$ cat src/pdw_pkg.sv
// Shared constants and types for the parallel DMA word interface
package pdw_pkg;

  ////////////////////////////////////////////////////////////////////////////
  // Register word offsets on the register port
  localparam logic [2:0] OFS_WORD_COUNT  = 3'h0;
  localparam logic [2:0] OFS_BUS_ADDRESS = 3'h1;
  localparam logic [2:0] OFS_CTRL_STATUS = 3'h2;
  localparam logic [2:0] OFS_DATA_BUFFER = 3'h3;
  localparam logic [2:0] OFS_EXT_ADDRESS = 3'h4;

  ////////////////////////////////////////////////////////////////////////////
  // Control/status field positions
  localparam int CSR_GO      = 0;
  localparam int CSR_FUNC_LO = 1;
  localparam int CSR_FUNC_2  = 2;
  localparam int CSR_FUNC_HI = 3;
  localparam int CSR_XA_LO   = 4;
  localparam int CSR_XA_HI   = 5;
  localparam int CSR_IE      = 6;
  localparam int CSR_READY   = 7;
  localparam int CSR_SPARE8  = 8;
  localparam int CSR_STAT_LO = 9;
  localparam int CSR_STAT_HI = 11;
  localparam int CSR_SPARE12 = 12;
  localparam int CSR_ATTENTION_STOP_INPUT    = 13;
  localparam int CSR_NXM     = 14;
  localparam int CSR_ERROR   = 15;

  ////////////////////////////////////////////////////////////////////////////
  // Values after reset
  localparam logic [15:0] RST_WORD   = 16'h0000;
  localparam logic [5:0]  RST_EXT    = 6'h00;
  localparam logic        RST_READY  = 1'b1;

  ////////////////////////////////////////////////////////////////////////////
  // Bus cycle codes, first code bit in bit 1
  localparam logic [1:0] CYC_READ       = 2'h0;
  localparam logic [1:0] CYC_READ_MOD_W = 2'h2;
  localparam logic [1:0] CYC_WORD_WRITE = 2'h1;
  localparam logic [1:0] CYC_BYTE_WRITE = 2'h3;

  // DMA sequencer states
  typedef enum logic [1:0] {PDW_IDLE, PDW_REQ, PDW_CYC, PDW_STEP} pdw_state_t;

endpackage

$ cat src/pdw_dma_top.sv
// Parallel DMA word interface: registers, sequencer and user lines
//
// Notes on behaviour
// Software preloads negative word count first
// Word count steps only with count gate
// Count reaching zero stops, sets ready
// Count/address registers word-only; status byte-or-word
// Word address register holds 15 bits
// Address steps only with address gate
// Address carry bumps the extended bits
// 16-bit systems wrap address to zero
// Six-bit extension register only in 22-bit mode
// Status register per-bit access map
// Status bits 4-5 read-only in 22-bit mode
// Shared data buffer address, byte or word
// User loads input, reads output buffer
// Data lines mirror buffer bits, high true
// Three status inputs read as bits 9-11
// Function outputs driven from bits 1-3
// Secondary init on init or function 2
// Byte select low for words, else A0
// Busy low during bus request or cycle
// Ready low lets user start transfers
// Two code inputs select cycle type
// Burst hold low requests burst operation
// Request rising edge starts a DMA request
// Attention stops, sets ready, reads bit 13
// Address is extension, word address, A0
`timescale 1ns/10ps
`default_nettype none
module pdw_dma_top (
  // Clock and reset
  input  wire logic        clk_i,
  input  wire logic        sys_rst_i,
  // Register port
  input  wire logic        reg_wr_i,
  input  wire logic        reg_rd_i,
  input  wire logic [2:0]  reg_addr_i,
  input  wire logic [1:0]  reg_be_i,
  input  wire logic [15:0] reg_wdata_i,
  output logic      [15:0] reg_rdata_o,
  output logic             reg_ack_o,
  // Host DMA master side
  output logic             dma_req_o,
  input  wire logic        dma_grant_i,
  output logic             dma_cyc_o,
  output logic      [21:0] dma_addr_o,
  output logic      [1:0]  dma_type_o,
  output logic      [15:0] dma_wdata_o,
  input  wire logic [15:0] dma_rdata_i,
  input  wire logic        dma_done_i,
  input  wire logic        dma_nxm_i,
  output logic             dma_hold_o,
  output logic             irq_req_o,
  // User data lines
  output logic      [15:0] out_data_o,
  input  wire logic [15:0] in_data_i,
  // User control and status lines
  input  wire logic [2:0]  user_status_i,
  output logic      [2:0]  user_function_outputs_o,
  output logic             init_o,
  output logic             secondary_init_output_o,
  input  wire logic        byte_sel_i,
  output logic             busy_o,
  output logic             ready_o,
  input  wire logic [1:0]  cycle_type_code_i,
  input  wire logic        burst_hold_i,
  input  wire logic        cycle_req_i,
  input  wire logic        attention_stop_input_i,
  input  wire logic        count_step_gate_i,
  input  wire logic        address_step_gate_i,
  // Addressing mode straps
  input  wire logic        addr18_mode_i,
  input  wire logic        addr22_mode_i
);

  ////////////////////////////////////////////////////////////////////////////
  // Declarations
  pdw_pkg::pdw_state_t state_r;
  logic [15:0] word_count;
  logic [14:0] bus_address;
  logic [5:0]  ext_bits;
  logic        wc_carry;
  logic        ba_carry;
  logic [15:0] input_buffer_r;
  logic [15:0] output_buffer_r;
  logic [2:0]  func_r;
  logic        ie_r;
  logic        spare8_r;
  logic        spare12_r;
  logic        ready_r;
  logic        nxm_r;
  logic        req_d_r;
  logic [1:0]  cyc_type_r;
  logic        a0_r;
  logic        init_r;
  logic        init2_r;
  logic [15:0] rdata_r;
  logic        ack_r;
  logic        word_acc;
  logic        wr_wc;
  logic        wr_ba;
  logic        wr_csr_lo;
  logic        wr_csr_hi;
  logic        wr_dbr;
  logic        wr_ext;
  logic        go_wr;
  logic        req_rise;
  logic        step;
  logic        stop_evt;
  logic [15:0] csr_view;

  ////////////////////////////////////////////////////////////////////////////
  // Register write decode
  assign word_acc  = reg_wr_i & (&reg_be_i);
  assign wr_wc     = word_acc & (reg_addr_i == pdw_pkg::OFS_WORD_COUNT);
  assign wr_ba     = word_acc & (reg_addr_i == pdw_pkg::OFS_BUS_ADDRESS);
  assign wr_ext    = word_acc & (reg_addr_i == pdw_pkg::OFS_EXT_ADDRESS);
  assign wr_csr_lo = reg_wr_i & reg_be_i[0] & (reg_addr_i == pdw_pkg::OFS_CTRL_STATUS);
  assign wr_csr_hi = reg_wr_i & reg_be_i[1] & (reg_addr_i == pdw_pkg::OFS_CTRL_STATUS);
  assign wr_dbr    = reg_wr_i & (reg_addr_i == pdw_pkg::OFS_DATA_BUFFER);
  assign go_wr     = wr_csr_lo & reg_wdata_i[pdw_pkg::CSR_GO];

  ////////////////////////////////////////////////////////////////////////////
  // Counters
  pdw_step_counter #(
    .W (16)
  ) u_word_count (
    .clk_i      (clk_i),
    .sys_rst_i  (sys_rst_i),
    .load_i     (wr_wc),
    .load_val_i (reg_wdata_i),
    .step_i     (step),
    .gate_i     (count_step_gate_i),
    .count_o    (word_count),
    .carry_o    (wc_carry)
  );

  pdw_step_counter #(
    .W (15)
  ) u_bus_address (
    .clk_i      (clk_i),
    .sys_rst_i  (sys_rst_i),
    .load_i     (wr_ba),
    .load_val_i (reg_wdata_i[15:1]),
    .step_i     (step),
    .gate_i     (address_step_gate_i),
    .count_o    (bus_address),
    .carry_o    (ba_carry)
  );

  pdw_ext_addr u_ext_addr (
    .clk_i         (clk_i),
    .sys_rst_i     (sys_rst_i),
    .addr22_mode_i (addr22_mode_i),
    .csr_wr_i      (wr_csr_lo),
    .csr_bits_i    (reg_wdata_i[pdw_pkg::CSR_XA_HI:pdw_pkg::CSR_XA_LO]),
    .ext_wr_i      (wr_ext),
    .ext_val_i     (reg_wdata_i[5:0]),
    .carry_i       (ba_carry),
    .ext_o         (ext_bits)
  );

  ////////////////////////////////////////////////////////////////////////////
  // Sequencer events
  assign req_rise = cycle_req_i & ~req_d_r;
  assign step     = (state_r == pdw_pkg::PDW_STEP);
  assign stop_evt = wc_carry | attention_stop_input_i;

  // Request edge detector
  always_ff @(posedge clk_i)
  begin
    if (sys_rst_i)
      req_d_r <= 1'b0;
    else
      req_d_r <= cycle_req_i;
  end

  // DMA sequencer: request bus, run one cycle, then step counters
  always_ff @(posedge clk_i)
  begin
    if (sys_rst_i)
      state_r <= pdw_pkg::PDW_IDLE;
    else
    begin
      case (state_r)
        pdw_pkg::PDW_IDLE:
          if (req_rise && !ready_r && !attention_stop_input_i)
            state_r <= pdw_pkg::PDW_REQ;
        pdw_pkg::PDW_REQ:
          if (dma_grant_i)
            state_r <= pdw_pkg::PDW_CYC;
        pdw_pkg::PDW_CYC:
          if (dma_done_i || dma_nxm_i)
            state_r <= pdw_pkg::PDW_STEP;
        pdw_pkg::PDW_STEP:
          state_r <= pdw_pkg::PDW_IDLE;
        default:
          state_r <= pdw_pkg::PDW_IDLE;
      endcase
    end
  end

  // Cycle type and byte select latched with the request
  always_ff @(posedge clk_i)
  begin
    if (sys_rst_i)
    begin
      cyc_type_r <= pdw_pkg::CYC_READ;
      a0_r       <= 1'b0;
    end
    else if (state_r == pdw_pkg::PDW_IDLE && req_rise)
    begin
      cyc_type_r <= cycle_type_code_i;
      a0_r       <= byte_sel_i;
    end
  end

  ////////////////////////////////////////////////////////////////////////////
  // Data buffers
  always_ff @(posedge clk_i)
  begin
    if (sys_rst_i)
      input_buffer_r <= pdw_pkg::RST_WORD;
    else if (state_r == pdw_pkg::PDW_IDLE && req_rise)
      input_buffer_r <= in_data_i;
  end

  // Output buffer fed by processor writes or DMA reads
  always_ff @(posedge clk_i)
  begin
    if (sys_rst_i)
      output_buffer_r <= pdw_pkg::RST_WORD;
    else if (state_r == pdw_pkg::PDW_CYC && dma_done_i && !cyc_type_r[0])
      output_buffer_r <= dma_rdata_i;
    else if (wr_dbr)
    begin
      if (reg_be_i[0])
        output_buffer_r[7:0] <= reg_wdata_i[7:0];
      if (reg_be_i[1])
        output_buffer_r[15:8] <= reg_wdata_i[15:8];
    end
  end

  ////////////////////////////////////////////////////////////////////////////
  // Control/status writable fields
  always_ff @(posedge clk_i)
  begin
    if (sys_rst_i)
    begin
      func_r    <= 3'h0;
      ie_r      <= 1'b0;
      spare8_r  <= 1'b0;
      spare12_r <= 1'b0;
    end
    else
    begin
      if (wr_csr_lo)
      begin
        func_r <= reg_wdata_i[pdw_pkg::CSR_FUNC_HI:pdw_pkg::CSR_FUNC_LO];
        ie_r   <= reg_wdata_i[pdw_pkg::CSR_IE];
      end
      if (wr_csr_hi)
      begin
        spare8_r  <= reg_wdata_i[pdw_pkg::CSR_SPARE8];
        spare12_r <= reg_wdata_i[pdw_pkg::CSR_SPARE12];
      end
    end
  end

  // Ready: set by stop events, cleared by a go write; set wins
  always_ff @(posedge clk_i)
  begin
    if (sys_rst_i)
      ready_r <= pdw_pkg::RST_READY;
    else if (stop_evt)
      ready_r <= 1'b1;
    else if (go_wr)
      ready_r <= 1'b0;
  end

  // Bus error flag: only a zero can be written; hardware set wins
  always_ff @(posedge clk_i)
  begin
    if (sys_rst_i)
      nxm_r <= 1'b0;
    else if (state_r == pdw_pkg::PDW_CYC && dma_nxm_i)
      nxm_r <= 1'b1;
    else if (wr_csr_hi && !reg_wdata_i[pdw_pkg::CSR_NXM])
      nxm_r <= 1'b0;
  end

  // Read view of the control/status register
  always_comb
  begin
    csr_view                                              = 16'h0000;
    csr_view[pdw_pkg::CSR_FUNC_HI:pdw_pkg::CSR_FUNC_LO]   = func_r;
    csr_view[pdw_pkg::CSR_XA_HI:pdw_pkg::CSR_XA_LO]       = ext_bits[1:0];
    csr_view[pdw_pkg::CSR_IE]                             = ie_r;
    csr_view[pdw_pkg::CSR_READY]                          = ready_r;
    csr_view[pdw_pkg::CSR_SPARE8]                         = spare8_r;
    csr_view[pdw_pkg::CSR_STAT_HI:pdw_pkg::CSR_STAT_LO]   = user_status_i;
    csr_view[pdw_pkg::CSR_SPARE12]                        = spare12_r;
    csr_view[pdw_pkg::CSR_ATTENTION_STOP_INPUT]                           = attention_stop_input_i;
    csr_view[pdw_pkg::CSR_NXM]                            = nxm_r;
    csr_view[pdw_pkg::CSR_ERROR]                          = nxm_r | attention_stop_input_i;
  end

  ////////////////////////////////////////////////////////////////////////////
  // Register read data and acknowledge, one cycle after the strobe
  always_ff @(posedge clk_i)
  begin
    if (sys_rst_i)
    begin
      rdata_r <= pdw_pkg::RST_WORD;
      ack_r   <= 1'b0;
    end
    else
    begin
      ack_r <= reg_rd_i | reg_wr_i;
      if (reg_rd_i)
      begin
        case (reg_addr_i)
          pdw_pkg::OFS_WORD_COUNT:  rdata_r <= word_count;
          pdw_pkg::OFS_BUS_ADDRESS: rdata_r <= {bus_address, 1'b0};
          pdw_pkg::OFS_CTRL_STATUS: rdata_r <= csr_view;
          pdw_pkg::OFS_DATA_BUFFER: rdata_r <= input_buffer_r;
          pdw_pkg::OFS_EXT_ADDRESS: rdata_r <= addr22_mode_i ? {10'h000, ext_bits} : 16'h0000;
          default:                  rdata_r <= 16'h0000;
        endcase
      end
    end
  end

  ////////////////////////////////////////////////////////////////////////////
  // Init outputs: secondary follows init or a one written to function 2
  always_ff @(posedge clk_i)
  begin
    if (sys_rst_i)
    begin
      init_r  <= 1'b1;
      init2_r <= 1'b1;
    end
    else
    begin
      init_r  <= 1'b0;
      init2_r <= wr_csr_lo & reg_wdata_i[pdw_pkg::CSR_FUNC_2];
    end
  end

  ////////////////////////////////////////////////////////////////////////////
  // Host side outputs
  assign dma_req_o  = (state_r == pdw_pkg::PDW_REQ);
  assign dma_cyc_o  = (state_r == pdw_pkg::PDW_CYC);
  assign dma_type_o = cyc_type_r;
  assign dma_hold_o = ~burst_hold_i & ~ready_r;
  assign irq_req_o  = ie_r & ready_r;
  assign dma_wdata_o = input_buffer_r;

  // Full address; 16-bit systems drop the extension so it wraps to zero
  always_comb
  begin
    if (addr22_mode_i)
      dma_addr_o = {ext_bits, bus_address, a0_r};
    else if (addr18_mode_i)
      dma_addr_o = {4'h0, ext_bits[1:0], bus_address, a0_r};
    else
      dma_addr_o = {6'h00, bus_address, a0_r};
  end

  ////////////////////////////////////////////////////////////////////////////
  // User side and register port outputs
  assign busy_o      = ~(dma_req_o | dma_cyc_o);
  assign ready_o     = ready_r;
  assign out_data_o  = output_buffer_r;
  assign user_function_outputs_o = func_r;
  assign init_o      = init_r;
  assign secondary_init_output_o = init_r | init2_r;
  assign reg_rdata_o = rdata_r;
  assign reg_ack_o   = ack_r;

endmodule
`default_nettype wire

$ cat src/pdw_step_counter.sv
// Loadable up-counter with a gated step and a carry out
`timescale 1ns/10ps
`default_nettype none
module pdw_step_counter #(
  parameter int W = 16
) (
  // Clock and reset
  input  wire logic         clk_i,
  input  wire logic         sys_rst_i,
  // Software load
  input  wire logic         load_i,
  input  wire logic [W-1:0] load_val_i,
  // Hardware step
  input  wire logic         step_i,
  input  wire logic         gate_i,
  // Count and carry
  output logic      [W-1:0] count_o,
  output logic              carry_o
);

  logic [W-1:0] count_r;

  // Load from software, else step only while the gate is high
  always_ff @(posedge clk_i)
  begin
    if (sys_rst_i)
      count_r <= '0;
    else if (load_i)
      count_r <= load_val_i;
    else if (step_i && gate_i)
      count_r <= count_r + 1'b1;
  end

  assign count_o = count_r;
  // Carry when an enabled step rolls the count over
  assign carry_o = step_i & gate_i & (&count_r);

endmodule
`default_nettype wire

$ cat src/pdw_ext_addr.sv
// Extended address bits, two in 18-bit mode, six in 22-bit mode
`timescale 1ns/10ps
`default_nettype none
module pdw_ext_addr (
  // Clock and reset
  input  wire logic       clk_i,
  input  wire logic       sys_rst_i,
  // Mode
  input  wire logic       addr22_mode_i,
  // Software writes
  input  wire logic       csr_wr_i,
  input  wire logic [1:0] csr_bits_i,
  input  wire logic       ext_wr_i,
  input  wire logic [5:0] ext_val_i,
  // Carry from the word address
  input  wire logic       carry_i,
  // Extended bits
  output logic      [5:0] ext_o
);

  logic [5:0] ext_r;

  // Carry bumps all six bits in 22-bit mode, else only the low two
  always_ff @(posedge clk_i)
  begin
    if (sys_rst_i)
      ext_r <= pdw_pkg::RST_EXT;
    else if (carry_i && addr22_mode_i)
      ext_r <= ext_r + 6'h01;
    else if (carry_i)
      ext_r[1:0] <= ext_r[1:0] + 2'h1;
    else if (ext_wr_i && addr22_mode_i)
      ext_r <= ext_val_i;
    else if (csr_wr_i && !addr22_mode_i)
      ext_r[1:0] <= csr_bits_i;
  end

  assign ext_o = ext_r;

endmodule
`default_nettype wire

$ cat config.mk
export PLATFORM = sky130hd
export DESIGN_NAME = pdw_dma_top
export DESIGN_NICKNAME = d
export VERILOG_FILES = /design/src/pdw_pkg.sv /design/src/pdw_dma_top.sv /design/src/pdw_step_counter.sv /design/src/pdw_ext_addr.sv
export SDC_FILE = /design/constraint.sdc
export NUM_CORES = 1
export LEC_CHECK = 0
export BUFFER_PORTS_ARGS = -buffer_cell sky130_fd_sc_hd__buf_2
export CAP_MARGIN = 10
export CORE_MARGIN = 3
export CORE_UTILIZATION = 47
export DETAILED_ROUTE_END_ITERATION = 8
export PLACE_DENSITY = 0.77
export SYNTH_ARGS = -nofsm -noshare
export SYNTH_HDL_FRONTEND = slang
export SYNTH_SLANG_ARGS = --single-unit
$ cat constraint.sdc
create_clock -name clk_i -period 1.92 [get_ports clk_i]
set_input_delay 0.096 -clock clk_i [delete_from_list [all_inputs] [get_ports clk_i]]
set_output_delay 0.096 -clock clk_i [all_outputs]
set_load 0.05 [all_outputs]
==> results by group <==
Outcome
  – Status: completed

Clock network
  – Num CTS Buffers: 9
  – Worst-path clk slew: around 100 ps
  – Clock tree buffer depth: 2
  – Root Driver: clkbuf_8
  – CTS tree: built
  – H-Tree Level Count: 3
  – Clock Latency Late Sink: roughly 370 ps
  – Num Clock Sinks: slightly above 100

Pwr
  – Leak: ~0.0027 uW
  – Max VDD drop: about 0.00078 V
  – Net Sw Frac: 0.355
  – Sequential Power Share: 0.481
  – Comb power frac: 0.243
  – Int Pwr: just over 3000 uW
  – Psw: roughly 1700 uW
  – Power per cell area: between 700 and 800 nW/um^2
  – Clock share of power: 0.277

Cells and area
  – Area occupied by multi-input gates: about 2900 sq um
  – Layout cells sized above 1: 0.288
  – Layout Area Growth over Synthesis: 28.8%
  – Filler cells: approximately 900
  – Final nets: just under 900
  – Register area: between 2000 and 2500 sq um
  – Final Cell Area: approximately 6700 sq um
  – ANT cells: 0

Logic synthesis
  – Number of flops mapped to enable cells by yosys: 0
  – Register bit total from synthesis: 102
  – Cells after synthesis: 616
  – Mean Syn Cell Area: 8.39 sq um
  – Post-synth net total: 697
  – Distinct cells, synth: 52
  – Top_reg_cell synth: dfxtp_1
  – Asr flop ratio synth: 0
  – Syn Std Cell Area: around 5200 sq um
  – Yosys warning total: 0
  – Seq/Total Area, Yosys: 0.395

Setup path
  – CP endpoint kind: flip-flop
  – FF-to-FF setup slack: 130 ps
  – Setup CP Type: flip-flop to flip-flop
  – Critical path data arrival time: 2080 ps
  – Worst reg2reg endpoint: u_bus_address.count_o[14]
  – CP startpoint: u_bus_address.count_o[1]
  – Launching point of the worst reg2reg path: u_bus_address.count_o[1]
  – Reg2reg path depth: 5
  – Crit path capture: u_bus_address.count_o[14]
  – Worst endpoint required time: ~2200 ps
  – Critical path launch point type: flip-flop
  – Max FO, Critical Path: 5

Global routing
  – Met2 GRT Util: 0.454
  – Vias in the first global route: ~5300
  – Pin count of the biggest net entering global routing: 35
  – M1 GR Usage: 0.344
  – First-pass GRT wire length: approximately 28000 um
  – Total Routing Usage GR: 0.274
  – Antenna violations before repair: 0
  – GRT Residual Overflow: 0
  – M3 GR Usage: 0.0519
  – Gr busiest metal: met2

Route
  – Routed WL per cell: approximately 19 um
  – Drt first pass iters: 5
  – Final wirelength: ~17000 um
  – Initial drt markers: between 500 and 600
  – DRC: 0
  – Post-route ant nets: 0
  – Via count: between 5000 and 6000
  – Via density: 5.95

Floorplanning
  – Die Ht: between 100 and 150 um
  – Die Area: 12300 sq um
  – Ports: around 160
  – Row cnt: 37
  – Die width: around 110 um
  – Initial Util: 0.492
  – Core area: between 10000 and 15000 sq um

Hold path
  – HP Class: input pin to flip-flop

STA
  – Fin crit share: 0.934
  – Fin crit period: between 1500 and 2000 ps
  – Worst slew pin tran: 620 ps
  – Skew final: between 10 and 15 ps
  – RSZ-0062 raised after global routing: no
  – Max Fclk: 558 MHz
  – Endpoints failing setup: 0
  – Final Max Tran Viols: 0
  – Worst hold margin: about 20 ps
  – Relative slew slack: 0.587
  – Final Hold Viols: 0

Placed design
  – Routability cong.: a little over 0.9
  – Placed cell areas: a little over 6000 sq um
  – DP HPWL: about 13000 um
  – Port bufs: around 160

Flow run
  – Max-cap violations: 0
## Yosys cell counts, types with 3 or more instances
cell | number | area, sq um
o31ai_1 | 4 | 30.0
clkbuf_1 | 31 | 116
o21a_1 | 3 | 22.5
nor3_1 | 12 | 60.1
nor4_1 | 5 | 31.3
dfxtp_1 | 102 | 2040
a211o_1 | 3 | 26.3
inv_1 | 13 | 48.8
mux2i_1 | 19 | 190
nand3b_1 | 3 | 22.5
xor2_1 | 12 | 105
nand3_1 | 18 | 90.1
o211ai_1 | 7 | 52.6
o31a_1 | 3 | 26.3
nand2_1 | 67 | 251
buf_4 | 4 | 30.0
a21oi_1 | 40 | 200
nand2b_1 | 18 | 113
a21o_1 | 14 | 105
o21ai_0 | 8 | 40.0
a222oi_1 | 6 | 60.1
buf_2 | 7 | 35.0
nor2_1 | 64 | 240
a211oi_1 | 41 | 308
and4_1 | 4 | 35.0
a22oi_1 | 25 | 188
xnor2_1 | 10 | 87.6
nor2b_1 | 4 | 25.0
and3_1 | 7 | 43.8
and2_1 | 7 | 43.8
ha_1 | 8 | 100
o41ai_1 | 4 | 35.0
a311oi_1 | 9 | 78.8
or4_1 | 4 | 30.0
nand4_1 | 8 | 50.1
## final cells by class
type                            count  share of cell area
Multi-Input combinational cell    456               0.436
Clock buffer                       10              0.0207
Clock inverter                      6             0.00789
Tap cell                          136              0.0255
Sequential cell                   102               0.309
Timing Repair Buffer              215               0.194
Inverter                           13             0.00732
## power by group through the flow
stage	Combinational, uW	Sequential (uW)	Clock (uW)
2_1_floorplan	498	2610	0
3_3_place_gp	1060	2350	0
3_5_place_dp	1090	2350	0
4_1_cts	1140	2310	1370
5_1_grt	1250	2330	1430
6_report	1170	2320	1330
## cells in the final DEF (no fill, tap or decap), types with 10 or more instances in the layout
master and count:
a211oi_1 41, a21o_1 14, a21oi_1 40, a22oi_1 25, buf_2 155, buf_4 33
clkbuf_8 10, dfxtp_1 90, dfxtp_2 12, dlygate4sd3_1 27, inv_1 13, mux2i_1 19
nand2_1 67, nand2b_1 18, nand3_1 18, nor2_1 64, nor3_1 12, xnor2_1 10
xor2_1 12
## timing repair
item,in CTS,in global routing
setup buffers,0,1
gates resized for setup,1,8
pin swaps,0,1
setup endpoints to repair,1,9
hold endpoints to repair,27,0
hold buffers,27,0
cloned,0,0
## state kept, by name, indices dropped and copies added, names as in the netlist
register,flops
reg_rdata_o,16
dma_type_o,2
u_bus_address.count_o,15
reg_ack_o,1
user_function_outputs_o,3
init2_r,1
spare8_r,1
nxm_r,1
spare12_r,1
out_data_o,16
u_word_count.count_o,16
a0_r,1
ready_o,1
ie_r,1
dma_wdata_o,16
req_d_r,1
u_ext_addr.ext_o,6
init_o,1
state_r,2
## per-stage QoR
stage | power, uW | std cells | util | TNS [ps] | setup slack [ps]
6_report | 4820 | 938 | 0.634 | 0 | 127
5_1_grt | 5020 | 938 | 0.634 | 0 | 5.83
4_1_cts | 4810 | 937 | 0.632 | 0 | 10.1
3_5_place_dp | 3440 | 894 | 0.587 | -8.07 | -8.07
2_1_floorplan | 3100 | 616 | - | 0 | 1.18
3_3_place_gp | 3410 | 894 | 0.587 | 0 | 132
## metal layers
metal	up-vias	part of all wire
li1	2615	-
met1	2629	0.41
met2	276	0.48
met3	58	0.070
met4	0	0.043
met5	-	0
## logic make-up (layout without fill, tap and decap cells)
logic type               count (synthesis)  in the layout  share of synthesized area
XOR/XNOR                                22             22                     0.0373
AO/OA/AOI/OAI                          172            172                      0.234
flip-flops                             102            102                      0.395
AND/OR/NAND/NOR                        235            235                      0.229
adder cells (fa/ha/maj)                  8              8                     0.0194
buffers and inverters                   58            244                     0.0481
multiplexers                            19             19                     0.0368
## worst max-delay path, stage by stage, from the launching register on
cell and delay [ps]:
dfxtp_2 410, ha_1 190, nand3_1 120, or3_4 370, or3_1 360, a311oi_1 260
## how the worst min path moves through the flow
stage,from,end,slack (ps),cells past startpoint
finish,attention_stop_input_i,ready_o,20,3
CTS,attention_stop_input_i,ready_o,3,3
detailed placement,cycle_type_code_i[0],dma_type_o[0],340,3
floorplan,sys_rst_i,init_o,120,0
global route,attention_stop_input_i,ready_o,10,3
global placement,cycle_type_code_i[0],dma_type_o[0],340,3
Note: power is estimated with default switching activity, not from simulation.
